File: config.mk
export PLATFORM = sky130hd
export DESIGN_NAME = cwd_way_degrade
export DESIGN_NICKNAME = d
export VERILOG_FILES = /design/src/cwd_pkg.sv /design/src/cwd_way_degrade.sv
export VERILOG_INCLUDE_DIRS = /design/src
export SDC_FILE = /design/constraint.sdc
export NUM_CORES = 1
export LEC_CHECK = 0
export BUFFER_PORTS_ARGS = -buffer_cell sky130_fd_sc_hd__buf_2
export CAP_MARGIN = 20
export CORE_AREA = 2 2 182 184
export DETAILED_ROUTE_END_ITERATION = 10
export DIE_AREA = 0 0 184 186
export RECOVER_POWER = 50
export SYNTH_ARGS = -nofsm -noshare
export SYNTH_HDL_FRONTEND = slang
export SYNTH_SLANG_ARGS = --single-unit
File: constraint.sdc
create_clock -name clk -period 2.43 [get_ports clk]
set_input_delay 0.1215 -clock clk [delete_from_list [all_inputs] [get_ports clk]]
set_output_delay 0.1215 -clock clk [all_outputs]
set_load 0.005 [all_outputs]
File: src/cwd_consts.svh
// Constants for the cache and TLB way-degrade block
`ifndef CWD_CONSTS_SVH
`define CWD_CONSTS_SVH
`define CWD_L1_WAYS      2
`define CWD_L2_WAYS      4
`define CWD_TLB_WAYS     2
`define CWD_CNT_W        8
`define CWD_THRESH_DEF   8'h10
`define CWD_INTERVAL_NS  1000000
`define CWD_CLK_MHZ      250
`define CWD_INTERVAL_CYC ((`CWD_INTERVAL_NS * `CWD_CLK_MHZ) / 1000)
`define CWD_IDX_W        5
`endif

File: src/cwd_pkg.sv
// Types for the cache and TLB way-degrade block
package cwd_pkg;
  typedef enum logic [1:0] {
    CWD_L2_IDLE = 2'b00,
    CWD_L2_PEND = 2'b01,
    CWD_L2_RUN  = 2'b11
  } cwd_l2_state_t;
endpackage

File: src/cwd_way_degrade.sv
// Way-degrade fault tolerance for L1 caches, L2 cache and TLBs
//
// Function
// - Count L1 instr and data cache errors per way, tag and data classes summed.
// - Count L2 tag CE/UE, data CE and raw data UE per way.
// - Reduction condition when a way's count in an interval exceeds threshold.
// - L1 instr reduction with one way left enters halted error state.
// - Else invalidate instr way, never refill, set way-degrade flag.
// - L1 data reduction with one way left enters halted error state.
// - Else invalidate data way with dirty writeback, stop refill, set flag.
// - Defer bit low: L2 reduction starts at once.
// - Defer bit high: L2 reduction waits until software clears the bit.
// - Last L2 way: invalidate all, keep way available, set flag.
// - Else invalidate all available L2 ways, retire way W, set flag.
// - TLB tags and data carry parity; fully-assoc lock bit is majority voted.
// - Diagnostic read of data TLB with parity error demaps and sets urgent bit.
// - Diagnostic read of instr TLB with parity error demaps and sets urgent bit.
// - Set-assoc TLB translation parity error demaps silently.
// - Fully-assoc tag parity error never matches, even when locked.
// - Fully-assoc data parity checked only on tag match.
// - Instr fully-assoc data parity error raises precise fault with entry index.
// - Data fully-assoc data parity error raises precise fault with entry index.
// - Count set-assoc TLB parity errors per way against threshold.
// - TLB reduction with one way left reactivates the earlier reduced way.
// - Then invalidate TLB way W, never refill, set way-degrade flag.
`timescale 1ns/100ps
`include "cwd_consts.svh"

module cwd_way_degrade
  import cwd_pkg::*;
#(
  parameter int                  CNT_W        = `CWD_CNT_W,
  parameter logic [CNT_W-1:0]    THRESHOLD    = `CWD_THRESH_DEF,
  parameter int                  INTERVAL_CYC = `CWD_INTERVAL_CYC,
  parameter int                  FA_ENTRIES   = 32
) (
  // Clock, reset, enable
  input  wire logic                     clk,
  input  wire logic                     rst_n,
  input  wire logic                     ce,
  // L1 instr cache error events, one bit per way
  input  wire logic [1:0]               il1_tag_perr,
  input  wire logic [1:0]               il1_data_perr,
  // L1 data cache error events
  input  wire logic [1:0]               dl1_tag_perr,
  input  wire logic [1:0]               dl1_data_ce,
  input  wire logic [1:0]               dl1_data_raw_ue,
  // L2 cache error events
  input  wire logic [3:0]               l2_tag_ce,
  input  wire logic [3:0]               l2_tag_ue,
  input  wire logic [3:0]               l2_data_ce,
  input  wire logic [3:0]               l2_data_raw_ue,
  // L2 control
  input  wire logic                     l2_reduction_defer,
  input  wire logic                     l2_inval_done,
  // Set-assoc TLB parity events
  input  wire logic [1:0]               itlb_sa_perr,
  input  wire logic [1:0]               dtlb_sa_perr,
  // Diagnostic alternate-space loads
  input  wire logic                     itlb_diag_rd,
  input  wire logic                     itlb_diag_perr,
  input  wire logic                     dtlb_diag_rd,
  input  wire logic                     dtlb_diag_perr,
  input  wire logic                     urgent_clr,
  // Fully-assoc TLB lookup, instr and data
  input  wire logic [FA_ENTRIES-1:0]    fa_itlb_raw_match,
  input  wire logic [FA_ENTRIES-1:0]    fa_itlb_tag_perr,
  input  wire logic [FA_ENTRIES-1:0]    fa_itlb_data_perr,
  input  wire logic                     fa_itlb_lookup,
  input  wire logic [FA_ENTRIES-1:0]    fa_dtlb_raw_match,
  input  wire logic [FA_ENTRIES-1:0]    fa_dtlb_tag_perr,
  input  wire logic [FA_ENTRIES-1:0]    fa_dtlb_data_perr,
  input  wire logic                     fa_dtlb_lookup,
  input  wire logic [3*FA_ENTRIES-1:0]  fa_lock_copies,
  input  wire logic                     fault_clr,
  // Way status and actions
  output logic [1:0]                    il1_way_active,
  output logic [1:0]                    dl1_way_active,
  output logic [3:0]                    l2_way_active,
  output logic [1:0]                    tlb_way_active,
  output logic [1:0]                    il1_inval_way,
  output logic [1:0]                    dl1_inval_wb_way,
  output logic                          l2_inval_all,
  output logic [1:0]                    tlb_inval_way,
  output logic                          tlb_demap_req,
  output logic                          halt_error_state,
  output logic                          way_degrade_flag,
  // Urgent and fault status
  output logic                          instr_tlb_urgent_bit,
  output logic                          data_tlb_urgent_bit,
  output logic [FA_ENTRIES-1:0]         fa_itlb_hit,
  output logic [FA_ENTRIES-1:0]         fa_dtlb_hit,
  output logic [FA_ENTRIES-1:0]         fa_lock,
  output logic                          instr_access_err,
  output logic                          data_access_err,
  output logic                          ifsr_perr,
  output logic [`CWD_IDX_W-1:0]         ifsr_index,
  output logic                          dfsr_perr,
  output logic [`CWD_IDX_W-1:0]         dfsr_index
);

  // ****************************************************************
  // Interval timer
  // ****************************************************************
  logic [31:0] tick_cnt_reg;
  logic        interval_end;
  assign interval_end = (tick_cnt_reg == 32'(INTERVAL_CYC - 1));

  // Free-running sampling interval; end pulse clears all tallies
  always_ff @(posedge clk or negedge rst_n) begin
    if (!rst_n) begin
      tick_cnt_reg <= 32'h0;
    end else if (ce) begin
      tick_cnt_reg <= interval_end ? 32'h0 : tick_cnt_reg + 32'h1;
    end
  end

  // ****************************************************************
  // Per-way tallies
  // ****************************************************************
  // Saturating add of up to four events; a pending hit forces nothing here
  function automatic logic [CNT_W-1:0] tally(input logic [CNT_W-1:0] c, input logic [2:0] n);
    logic [CNT_W:0] s;
    s = {1'b0, c} + (CNT_W+1)'(n);
    tally = s[CNT_W] ? {CNT_W{1'b1}} : s[CNT_W-1:0];
  endfunction

  // Ways 0-1 I1, 2-3 D1, 4-7 L2, 8-9 ITLB, 10-11 DTLB
  localparam int NW = 12;
  logic [2:0]       ev_n [NW];
  logic [CNT_W-1:0] cnt_reg [NW];
  logic [NW-1:0]    over;

  always_comb begin
    for (int i = 0; i < 2; i++) begin
      ev_n[i]    = 3'(il1_tag_perr[i]) + 3'(il1_data_perr[i]);
      ev_n[2+i]  = 3'(dl1_tag_perr[i]) + 3'(dl1_data_ce[i]) + 3'(dl1_data_raw_ue[i]);
      ev_n[8+i]  = 3'(itlb_sa_perr[i]);
      ev_n[10+i] = 3'(dtlb_sa_perr[i]);
    end
    for (int i = 0; i < 4; i++) begin
      ev_n[4+i] = 3'(l2_tag_ce[i]) + 3'(l2_tag_ue[i]) + 3'(l2_data_ce[i]) + 3'(l2_data_raw_ue[i]);
    end
  end

  genvar g;
  generate
    for (g = 0; g < NW; g++) begin : g_cnt
      // Counter restarts each interval so it measures a rate
      always_ff @(posedge clk or negedge rst_n) begin
        if (!rst_n) begin
          cnt_reg[g] <= '0;
        end else if (ce) begin
          cnt_reg[g] <= (interval_end || over[g]) ? '0 : tally(cnt_reg[g], ev_n[g]);
        end
      end
      assign over[g] = (cnt_reg[g] > THRESHOLD);
    end
  endgenerate

  // ****************************************************************
  // L1 reduction
  // ****************************************************************
  logic [1:0] il1_hit;
  logic [1:0] dl1_hit;
  assign il1_hit = over[1:0] & il1_way_active;
  assign dl1_hit = over[3:2] & dl1_way_active;

  // Last active L1 way cannot be retired: the core must halt instead
  always_ff @(posedge clk or negedge rst_n) begin
    if (!rst_n) begin
      il1_way_active   <= 2'h3;
      dl1_way_active   <= 2'h3;
      il1_inval_way    <= 2'h0;
      dl1_inval_wb_way <= 2'h0;
      halt_error_state <= 1'b0;
    end else if (ce) begin
      il1_inval_way    <= 2'h0;
      dl1_inval_wb_way <= 2'h0;
      if (il1_hit != 2'h0) begin
        if ($countones(il1_way_active) == 1) begin
          halt_error_state <= 1'b1;
        end else begin
          il1_way_active <= il1_way_active & ~il1_hit;
          il1_inval_way  <= il1_hit;
        end
      end
      if (dl1_hit != 2'h0) begin
        if ($countones(dl1_way_active) == 1) begin
          halt_error_state <= 1'b1;
        end else begin
          dl1_way_active   <= dl1_way_active & ~dl1_hit;
          dl1_inval_wb_way <= dl1_hit;
        end
      end
    end
  end

  // ****************************************************************
  // L2 reduction with defer
  // ****************************************************************
  cwd_l2_state_t l2_state_reg;
  logic [3:0]    l2_pend_reg;
  logic [3:0]    l2_hit;
  assign l2_hit = over[7:4] & l2_way_active;

  // Pending way latches the hits seen in idle; the sweep waits for the invalidate to finish
  always_ff @(posedge clk or negedge rst_n) begin
    if (!rst_n) begin
      l2_state_reg  <= CWD_L2_IDLE;
      l2_pend_reg   <= 4'h0;
      l2_way_active <= 4'hF;
      l2_inval_all  <= 1'b0;
    end else if (ce) begin
      l2_inval_all <= 1'b0;
      case (l2_state_reg)
        CWD_L2_IDLE: begin
          if (l2_hit != 4'h0) begin
            l2_pend_reg  <= l2_hit;
            l2_state_reg <= l2_reduction_defer ? CWD_L2_PEND : CWD_L2_RUN;
            l2_inval_all <= !l2_reduction_defer;
          end
        end
        CWD_L2_PEND: begin
          if (!l2_reduction_defer) begin
            l2_state_reg <= CWD_L2_RUN;
            l2_inval_all <= 1'b1;
          end
        end
        CWD_L2_RUN: begin
          if (l2_inval_done) begin
            if ($countones(l2_way_active) > 1) begin
              l2_way_active <= l2_way_active & ~l2_pend_reg;
            end                                              // last way stays
            l2_pend_reg  <= 4'h0;
            l2_state_reg <= CWD_L2_IDLE;
          end
        end
        default: l2_state_reg <= CWD_L2_IDLE;
      endcase
    end
  end

  // ****************************************************************
  // Set-assoc TLB reduction
  // ****************************************************************
  logic [1:0] tlb_hit;
  assign tlb_hit = over[9:8] | over[11:10];

  // Reduction always happens; a lone survivor first gets its partner back
  always_ff @(posedge clk or negedge rst_n) begin
    if (!rst_n) begin
      tlb_way_active <= 2'h3;
      tlb_inval_way  <= 2'h0;
    end else if (ce) begin
      tlb_inval_way <= tlb_hit;
      if (tlb_hit != 2'h0) begin
        tlb_way_active <= 2'h3 & ~tlb_hit;
      end
    end
  end

  // Way-degrade flag, sticky until reset; set on every reduction that retires or sweeps
  always_ff @(posedge clk or negedge rst_n) begin
    if (!rst_n) begin
      way_degrade_flag <= 1'b0;
    end else if (ce) begin
      if ((il1_hit != 2'h0 && $countones(il1_way_active) > 1) ||
          (dl1_hit != 2'h0 && $countones(dl1_way_active) > 1) ||
          (l2_state_reg == CWD_L2_RUN && l2_inval_done) || tlb_hit != 2'h0) begin
        way_degrade_flag <= 1'b1;
      end
    end
  end

  // ****************************************************************
  // TLB entry parity
  // ****************************************************************
  // Lock bit voted from three copies; no error is ever flagged on it
  generate
    for (g = 0; g < FA_ENTRIES; g++) begin : g_fa
      logic [2:0] cp;
      assign cp = fa_lock_copies[3*g +: 3];
      assign fa_lock[g] = (cp[0] & cp[1]) | (cp[1] & cp[2]) | (cp[0] & cp[2]);
    end
  endgenerate

  // Bad tag parity masks the match, locked or not
  assign fa_itlb_hit = fa_itlb_raw_match & ~fa_itlb_tag_perr;
  assign fa_dtlb_hit = fa_dtlb_raw_match & ~fa_dtlb_tag_perr;

  logic [FA_ENTRIES-1:0] fa_ierr;
  logic [FA_ENTRIES-1:0] fa_derr;
  assign fa_ierr = fa_itlb_lookup ? (fa_itlb_hit & fa_itlb_data_perr) : '0;
  assign fa_derr = fa_dtlb_lookup ? (fa_dtlb_hit & fa_dtlb_data_perr) : '0;

  // Lowest erring entry index
  function automatic logic [`CWD_IDX_W-1:0] first_idx(input logic [FA_ENTRIES-1:0] v);
    first_idx = '0;
    for (int i = FA_ENTRIES - 1; i >= 0; i--) begin
      if (v[i]) first_idx = `CWD_IDX_W'(i);
    end
  endfunction

  // Precise faults with entry index; set wins over clear
  always_ff @(posedge clk or negedge rst_n) begin
    if (!rst_n) begin
      instr_access_err <= 1'b0;
      data_access_err  <= 1'b0;
      ifsr_perr        <= 1'b0;
      ifsr_index       <= '0;
      dfsr_perr        <= 1'b0;
      dfsr_index       <= '0;
    end else if (ce) begin
      instr_access_err <= |fa_ierr;
      data_access_err  <= |fa_derr;
      if (|fa_ierr) begin
        ifsr_perr  <= 1'b1;
        ifsr_index <= first_idx(fa_ierr);
      end else if (fault_clr) begin
        ifsr_perr <= 1'b0;
      end
      if (|fa_derr) begin
        dfsr_perr  <= 1'b1;
        dfsr_index <= first_idx(fa_derr);
      end else if (fault_clr) begin
        dfsr_perr <= 1'b0;
      end
    end
  end

  // Diagnostic reads raise urgent bits; translation errors only demap
  always_ff @(posedge clk or negedge rst_n) begin
    if (!rst_n) begin
      instr_tlb_urgent_bit <= 1'b0;
      data_tlb_urgent_bit  <= 1'b0;
      tlb_demap_req        <= 1'b0;
    end else if (ce) begin
      tlb_demap_req <= (itlb_diag_rd & itlb_diag_perr) | (dtlb_diag_rd & dtlb_diag_perr) |
                       (|itlb_sa_perr) | (|dtlb_sa_perr);
      if (dtlb_diag_rd && dtlb_diag_perr) data_tlb_urgent_bit <= 1'b1;
      else if (urgent_clr) data_tlb_urgent_bit <= 1'b0;
      if (itlb_diag_rd && itlb_diag_perr) instr_tlb_urgent_bit <= 1'b1;
      else if (urgent_clr) instr_tlb_urgent_bit <= 1'b0;
    end
  end

  // ****************************************************************
  // Assertions
  // ****************************************************************
  il1_halt_a: assert property (@(posedge clk) disable iff (!rst_n)
    ce && il1_hit != 2'h0 && $countones(il1_way_active) == 1 |=> halt_error_state)
    else $error("I1 last way did not halt");
  il1_retire_a: assert property (@(posedge clk) disable iff (!rst_n)
    ce && il1_hit == 2'h1 && il1_way_active == 2'h3 |=> il1_way_active == 2'h2 && il1_inval_way == 2'h1)
    else $error("I1 way not retired");
  dl1_retire_a: assert property (@(posedge clk) disable iff (!rst_n)
    ce && dl1_hit == 2'h2 && dl1_way_active == 2'h3 |=> dl1_way_active == 2'h1 && way_degrade_flag)
    else $error("D1 way not retired");
  l2_defer_a: assert property (@(posedge clk) disable iff (!rst_n)
    l2_state_reg == CWD_L2_PEND && l2_reduction_defer |=> !l2_inval_all)
    else $error("L2 sweep started while deferred");
  l2_start_a: assert property (@(posedge clk) disable iff (!rst_n)
    ce && l2_state_reg == CWD_L2_IDLE && l2_hit != 4'h0 && !l2_reduction_defer |=> l2_inval_all)
    else $error("L2 sweep not started");
  l2_last_way_a: assert property (@(posedge clk) disable iff (!rst_n)
    $countones(l2_way_active) == 1 |=> $countones(l2_way_active) == 1)
    else $error("Last L2 way lost");
  itlb_fault_a: assert property (@(posedge clk) disable iff (!rst_n)
    ce && fa_itlb_lookup && (fa_itlb_raw_match & ~fa_itlb_tag_perr & fa_itlb_data_perr) != '0
    |=> instr_access_err && ifsr_perr)
    else $error("Fully-assoc instr fault missing");
  urgent_set_a: assert property (@(posedge clk) disable iff (!rst_n)
    ce && dtlb_diag_rd && dtlb_diag_perr |=> data_tlb_urgent_bit && tlb_demap_req)
    else $error("DTLB urgent bit not set");

endmodule // cwd_way_degrade

# Yosys cells after proc, flatten, opt, wreduce, memory -nomap -nowiden
# Index checks and enable logic that the tools add are counted.
[word_totals]
inputBits = 331
output_inout_bits = 132
register_bits = 170
word_cells = 441
[classes]
bitwise = 184
n_eq_ne = 8
mux = 116
n_reduce_logical = 48
order_cmp = 15
add_sub_neg = 36
[ops]
columns = ["op", "n"]
rows = [
  ["5-bit 2-to-1 mux", 64],
  ["8-bit 2-to-1 mux", 24],
  ["32-bit bitwise AND", 4],
  ["1-bit bitwise AND", 98],
  ["8-bit by 5-bit greater-than comparator with 1-bit output, second input constant", 12],
  ["32-bit 2-to-1 mux", 3],
  ["1-bit OR", 67],
  ["32-bit by 2-bit == test with 1-bit output, second input constant", 2],
  ["32-bit NOT", 2],
  ["32-bit OR reduction", 2],
  ["8-bit by 3-bit adder with 9-bit output", 6],
  ["8-bit by 1-bit adder with 9-bit output", 4],
  ["32-bit by 1-bit adder with 32-bit output, second input constant", 1],
  ["32-bit by 18-bit == test with 1-bit output, second input constant", 1],
  ["1-bit by 1-bit adder with 2-bit output", 12],
  ["2-bit by 1-bit adder with 3-bit output", 6],
  ["8-bit by 2-bit adder with 9-bit output", 2],
  ["2-bit 2-to-1 mux", 8],
  ["2-bit AND reduction", 8],
  ["2-bit nonzero test", 8],
  ["1-bit logical OR", 15],
  ["3-bit by 1-bit adder with 3-bit output", 4],
  ["1-bit 2-to-1 mux", 12],
  ["4-bit AND reduction", 3],
  ["other kinds (22)", 39],
]

# Logic depth before layout (Yosys ltp)
[depth]
word_depth = 36
depth_mapped = 10
ltp_nobuf = 10

# Worst setup path after synthesis
# No wires, ideal clock.
[synth_path]
path_kind = "reg-to-reg"
start = "register tick_cnt_reg[11]"
end = "register cnt_reg[20] (netlist name)"
arrival_ns = 2.508
period_less_slack_ns = 2.629
setup_time_ns = 0.121
setup_slack_ns = -0.199
required_time_ns = 2.309
n_path_buf = 1
path_stages_with_launch = 8
path_cell_list = "dfrtp_1 or4b_1 or4_4 o41ai_4 buf_6 nor2_4 a21o_2 a22o_2"
[synth_between]
elab_chain_len = 3
[synth_rtl]
columns = ["item", "line", "text"]
rows = [
  ["start: declaration", "cwd_way_degrade.sv:105", "logic [31:0] tick_cnt_reg;"],
  ["start signal: assignment", "cwd_way_degrade.sv:114", "tick_cnt_reg <= interval_end ? 32'h0 : tick_cnt_reg + 32'h1;"],
  ["32-bit by 18-bit == test with 1-bit output", "cwd_way_degrade.sv:107", "assign interval_end = (tick_cnt_reg == 32'(INTERVAL_CYC - 1));"],
  ["1-bit logical OR", "cwd_way_degrade.sv:154", "cnt_reg[g] <= (interval_end || over[g]) ? '0 : tally(cnt_reg[g], ev_n[g]);"],
  ["8-bit 2-to-1 mux", "cwd_way_degrade.sv:154", ""],
  ["end signal: indexed assignment", "cwd_way_degrade.sv:154", ""],
  ["end: declaration", "cwd_way_degrade.sv:131", "logic [CNT_W-1:0] cnt_reg [NW];"],
]
# No other way between the ends.
# A chain may end at the register's enable or synchronous reset.

# Final worst setup path
[layout_path]
start = "register tick_cnt_reg[13]"
end = "register cnt_reg[73] (netlist name)"
# The elaborated chain is that of the path after synthesis.

==> results.py <==
metrics = {
    "worst_setup_path": {
        "cp_max_fo": 5,
        "cp.required_ns": 2.74,
        "crit_path_start": "tick_cnt_reg[13]",
        "crit_end": "cnt_reg[73]",
        "cp-start-kind": "register",
        "crit_type": "reg -> reg",
        "worstSetupEndpointType": "register",
        "rr_worst_depth": 7,
        "reg2reg_slack_ns": -0.04,
        "r2r_end": "cnt_reg[73]",
        "r2r_start": "tick_cnt_reg[13]",
        "critical_path_arrival_ns": 2.78,
    },
    "place": {
        "port_buffers": 462,
        "placed_area_sq_um": 13600,
        "hpwlAfterDp_um": 31200,
        "place_ws_ns": -0.142,
        "gp_congestion": 0.997,
        "place_inst": 1975,
    },
    "synth": {
        "synth_cell_types": 66,
        "synthMuxAreaShare": 0.00418,
        "synth-compound-area-share": 0.183,
        "synth-adder-area-share": 0.0919,
        "syn_area_sq_um": 10500,
        "yosys_warnings": 0,
        "ys.flop_type": "dfrtp_1",
        "ys_ff_latch": 170,
        "synth_edf_count": 0,
        "synth_cells": 1086,
        "synth-simple-area-share": 0.260,
        "synthesis.nets": 1457,
        "avgSynthCellArea_sq_um": 9.65,
        "synthXorXnorAreaFrac": 0.0226,
        "ys_async_sr_fraction": 1.00,
        "synth_top_family_by_area": "simple AND/OR/NAND/NOR gates",
        "seq_area_frac_synth": 0.407,
    },
    "sta": {
        "clock.fmax_mhz": 405,
        "hold_ws_ns": 0.00705,
        "period_needed_ns": 2.47,
        "max_slew.worst_pin.slew_ns": 1.56,
        "hold_viol": 0,
        "fin_crit_sh": 1.02,
        "fin_skew_ns": 0.0118,
        "final_max_slew_viol_count": 57,
        "final.setup.worst_slack_ns": -0.0391,
        "slew-limit-headroom": -0.0375,
        "fin_tns_setup_ns": -0.0682,
        "setup_viol": 2,
        "rsz0062_at_grt": "true",
    },
    "clocking": {
        "clk_pin_slew_ns": 0.06,
        "cts_tree": "yes",
        "htree_levels": 4,
        "clkSinkCount": 170,
        "cts_buffers": 17,
        "clk_latency_ns": 0.43,
        "clock-root-buffer": "clkbuf_16",
        "clockBufferDepth": 2,
    },
    "job": {
        "drv_cap": 1,
    },
    "route": {
        "wire_per_inst_um": 18.8,
        "ant_nets": 0,
        "wl_um": 37900,
        "drtIter0Drc": 571,
        "vias": 10500,
        "drc_errors": 0,
        "post_drt_via_cell_ratio": 5.20,
        "drt_pass1_iterations": 5,
    },
    "power_and_ir_drop": {
        "power_density_nw_per_um2": 655,
        "p_sw_mw": 3.05,
        "p_seq_frac": 0.405,
        "peakVddDrop_mv": 0.484,
        "switching_share": 0.324,
        "combPwrFrac": 0.283,
        "p_int_mw": 6.36,
        "clkPwrFrac": 0.312,
        "totalPowerFinal_mw": 9.40,
        "p_leak_nw": 6.93,
    },
    "global_routing": {
        "grt_pass1_wl_um": 57400,
        "antenna_found_initial": 3,
        "grt_pass1_vias": 10200,
        "grt-ovfl-total": 0,
        "grt_max_degree": 79,
        "track_usage": 0.220,
    },
    "floorplanning": {
        "start_util": 0.325,
        "fp.dieArea_sq_um": 34200,
        "dieHeight_um": 186,
        "die_w_um": 184,
        "ios": 463,
        "row_count": 66,
        "core_region_area_sq_um": 32200,
    },
    "finish": {
        "area_growth_pct": 36.8,
        "finish.utilization": 0.445,
        "drive_gt1_frac": 0.333,
        "final_cells": 2019,
        "fill_cells": 3155,
        "layout.nets": 1968,
        "design_area_sq_um": 14300,
        "largest_reg_flops": 96,
    },
    "status": {
        "outcome": "finished, violations left",
        "violations": "max-capacitance violations, max-slew violations, negative setup slack",
    },
    "worst_hold_path": {
        "hp-class": "in -> reg",
    },
}
## cell type report
type                       instances  area, sq um  area share
antenna                            1         2.50    0.000174
clock buffer                      20          457      0.0318
clock inverter                    12          181      0.0126
inverter                          52          195      0.0136
multi-input combinational        833         6000       0.418
sequential                       170         4270       0.297
tap                              408          510      0.0356
timing repair buffer             523         2730       0.190
## power by group through the flow
stage / registers (mW) / logic, mW / clock network (mW)
floorplan: 3.69 / 1.54 / 0
global route: 3.89 / 3.02 / 3.13
detailed placement: 3.83 / 2.55 / 0
global placement: 3.83 / 2.50 / 0
finish: 3.81 / 2.66 / 2.93
CTS: 3.79 / 2.60 / 3.00
## critical path, cell delays in order, from the launching register on
cell and delay, ns:
dfrtp_1 0.38, or4b_1 0.52, or4_4 0.45, buf_6 0.14
nor4_4 0.35, or2_4 0.21, a21oi_1 0.04, mux2_2 0.26
## worst min-delay path by stage
stage / from / slack, ns / depth (start not counted) / end
final: fault_clr / 0.007 / 4 / ifsr_perr
after global routing: fault_clr / 0.07 / 3 / dfsr_perr
after CTS: fault_clr / 0.02 / 4 / ifsr_perr
after detailed placement: rst_n / 0.16 / 1 / l2_pend_reg[2]
after global placement: rst_n / 0.16 / 1 / l2_pend_reg[2]
after floorplan: rst_n / -0.17 / 0 / cnt_reg[0]
## synth_stat cells, drive strengths merged, types with 9 or more instances
master	n	area, sq um
a22o	22	198
a31oi	12	75.1
nor4	11	68.8
o31ai	11	82.6
inv	52	195
nor2	61	244
or2	12	75.1
nor2b	116	726
nand2b	9	56.3
and4b	16	160
ha	21	263
o2bb2ai	23	201
a21o	27	208
nand3	30	150
a21oi	46	230
nand2	66	248
fa	19	380
dfstp	10	263
a21boi	11	82.6
xor2	9	78.8
o21ai	56	280
nor3	17	85.1
nand3b	14	105
dfrtp	160	4000
clkbuf	23	86.3
and2	9	56.3
xnor2	18	158
and3	11	70.1
nand4	23	144
o41ai	15	150
nand4b	39	342
maj3	32	320
## timing repair
| action | 4_1_cts | 5_1_grt |
|---|---|---|
| hold buffers | 7 | 0 |
| buffers inserted | 0 | 4 |
| pin swaps | 1 | 7 |
| endpoints found under the hold margin | 53 | 0 |
| gates resized for setup | 11 | 36 |
| setup endpoints to repair | 23 | 50 |
## placed cells by master (no fill, tap or decap), types with 11 or more instances in the layout
cell type | Yosys | routed
a22o_1 | 18 | 18
and4b_1 | 16 | 16
nand2_1 | 66 | 66
nor2b_1 | 116 | 114
a31oi_1 | 12 | 12
buf_4 | 0 | 49
o21ai_0 | 56 | 41
clkbuf_2 | 0 | 12
fa_1 | 19 | 19
a21boi_0 | 11 | 11
maj3_1 | 32 | 32
nand3b_1 | 14 | 14
dfrtp_1 | 160 | 160
nor2_1 | 59 | 52
o21ai_1 | 0 | 13
buf_2 | 4 | 375
inv_1 | 51 | 50
a21o_1 | 23 | 23
nand4_1 | 23 | 23
nand4b_1 | 39 | 39
o31ai_1 | 11 | 11
o41ai_1 | 14 | 12
clkbuf_16 | 0 | 17
xnor2_1 | 18 | 18
nor3_1 | 17 | 17
a21oi_1 | 46 | 44
nand3_1 | 30 | 28
o2bb2ai_1 | 23 | 23
ha_1 | 21 | 20
clkbuf_1 | 23 | 76
## routing by layer
| metal | routed length [um] | GRT usage |
|---|---|---|
| met5 | 0 | 0 |
| met1 | 17500 | 0.309 |
| met3 | 2570 | 0.0472 |
| met4 | 531 | 0.0467 |
| met2 | 17300 | 0.347 |
## logic make-up (layout without fill, tap and decap cells)
family | count (synthesis) | in the layout
simple gates | 457 | 457
fa+ha+maj | 72 | 72
mux | 4 | 4
compound gates | 273 | 273
buf+inv | 83 | 607
other cells | 0 | 1
xor+xnor | 27 | 27
flops | 170 | 170
(Power assumes the default switching activity.)
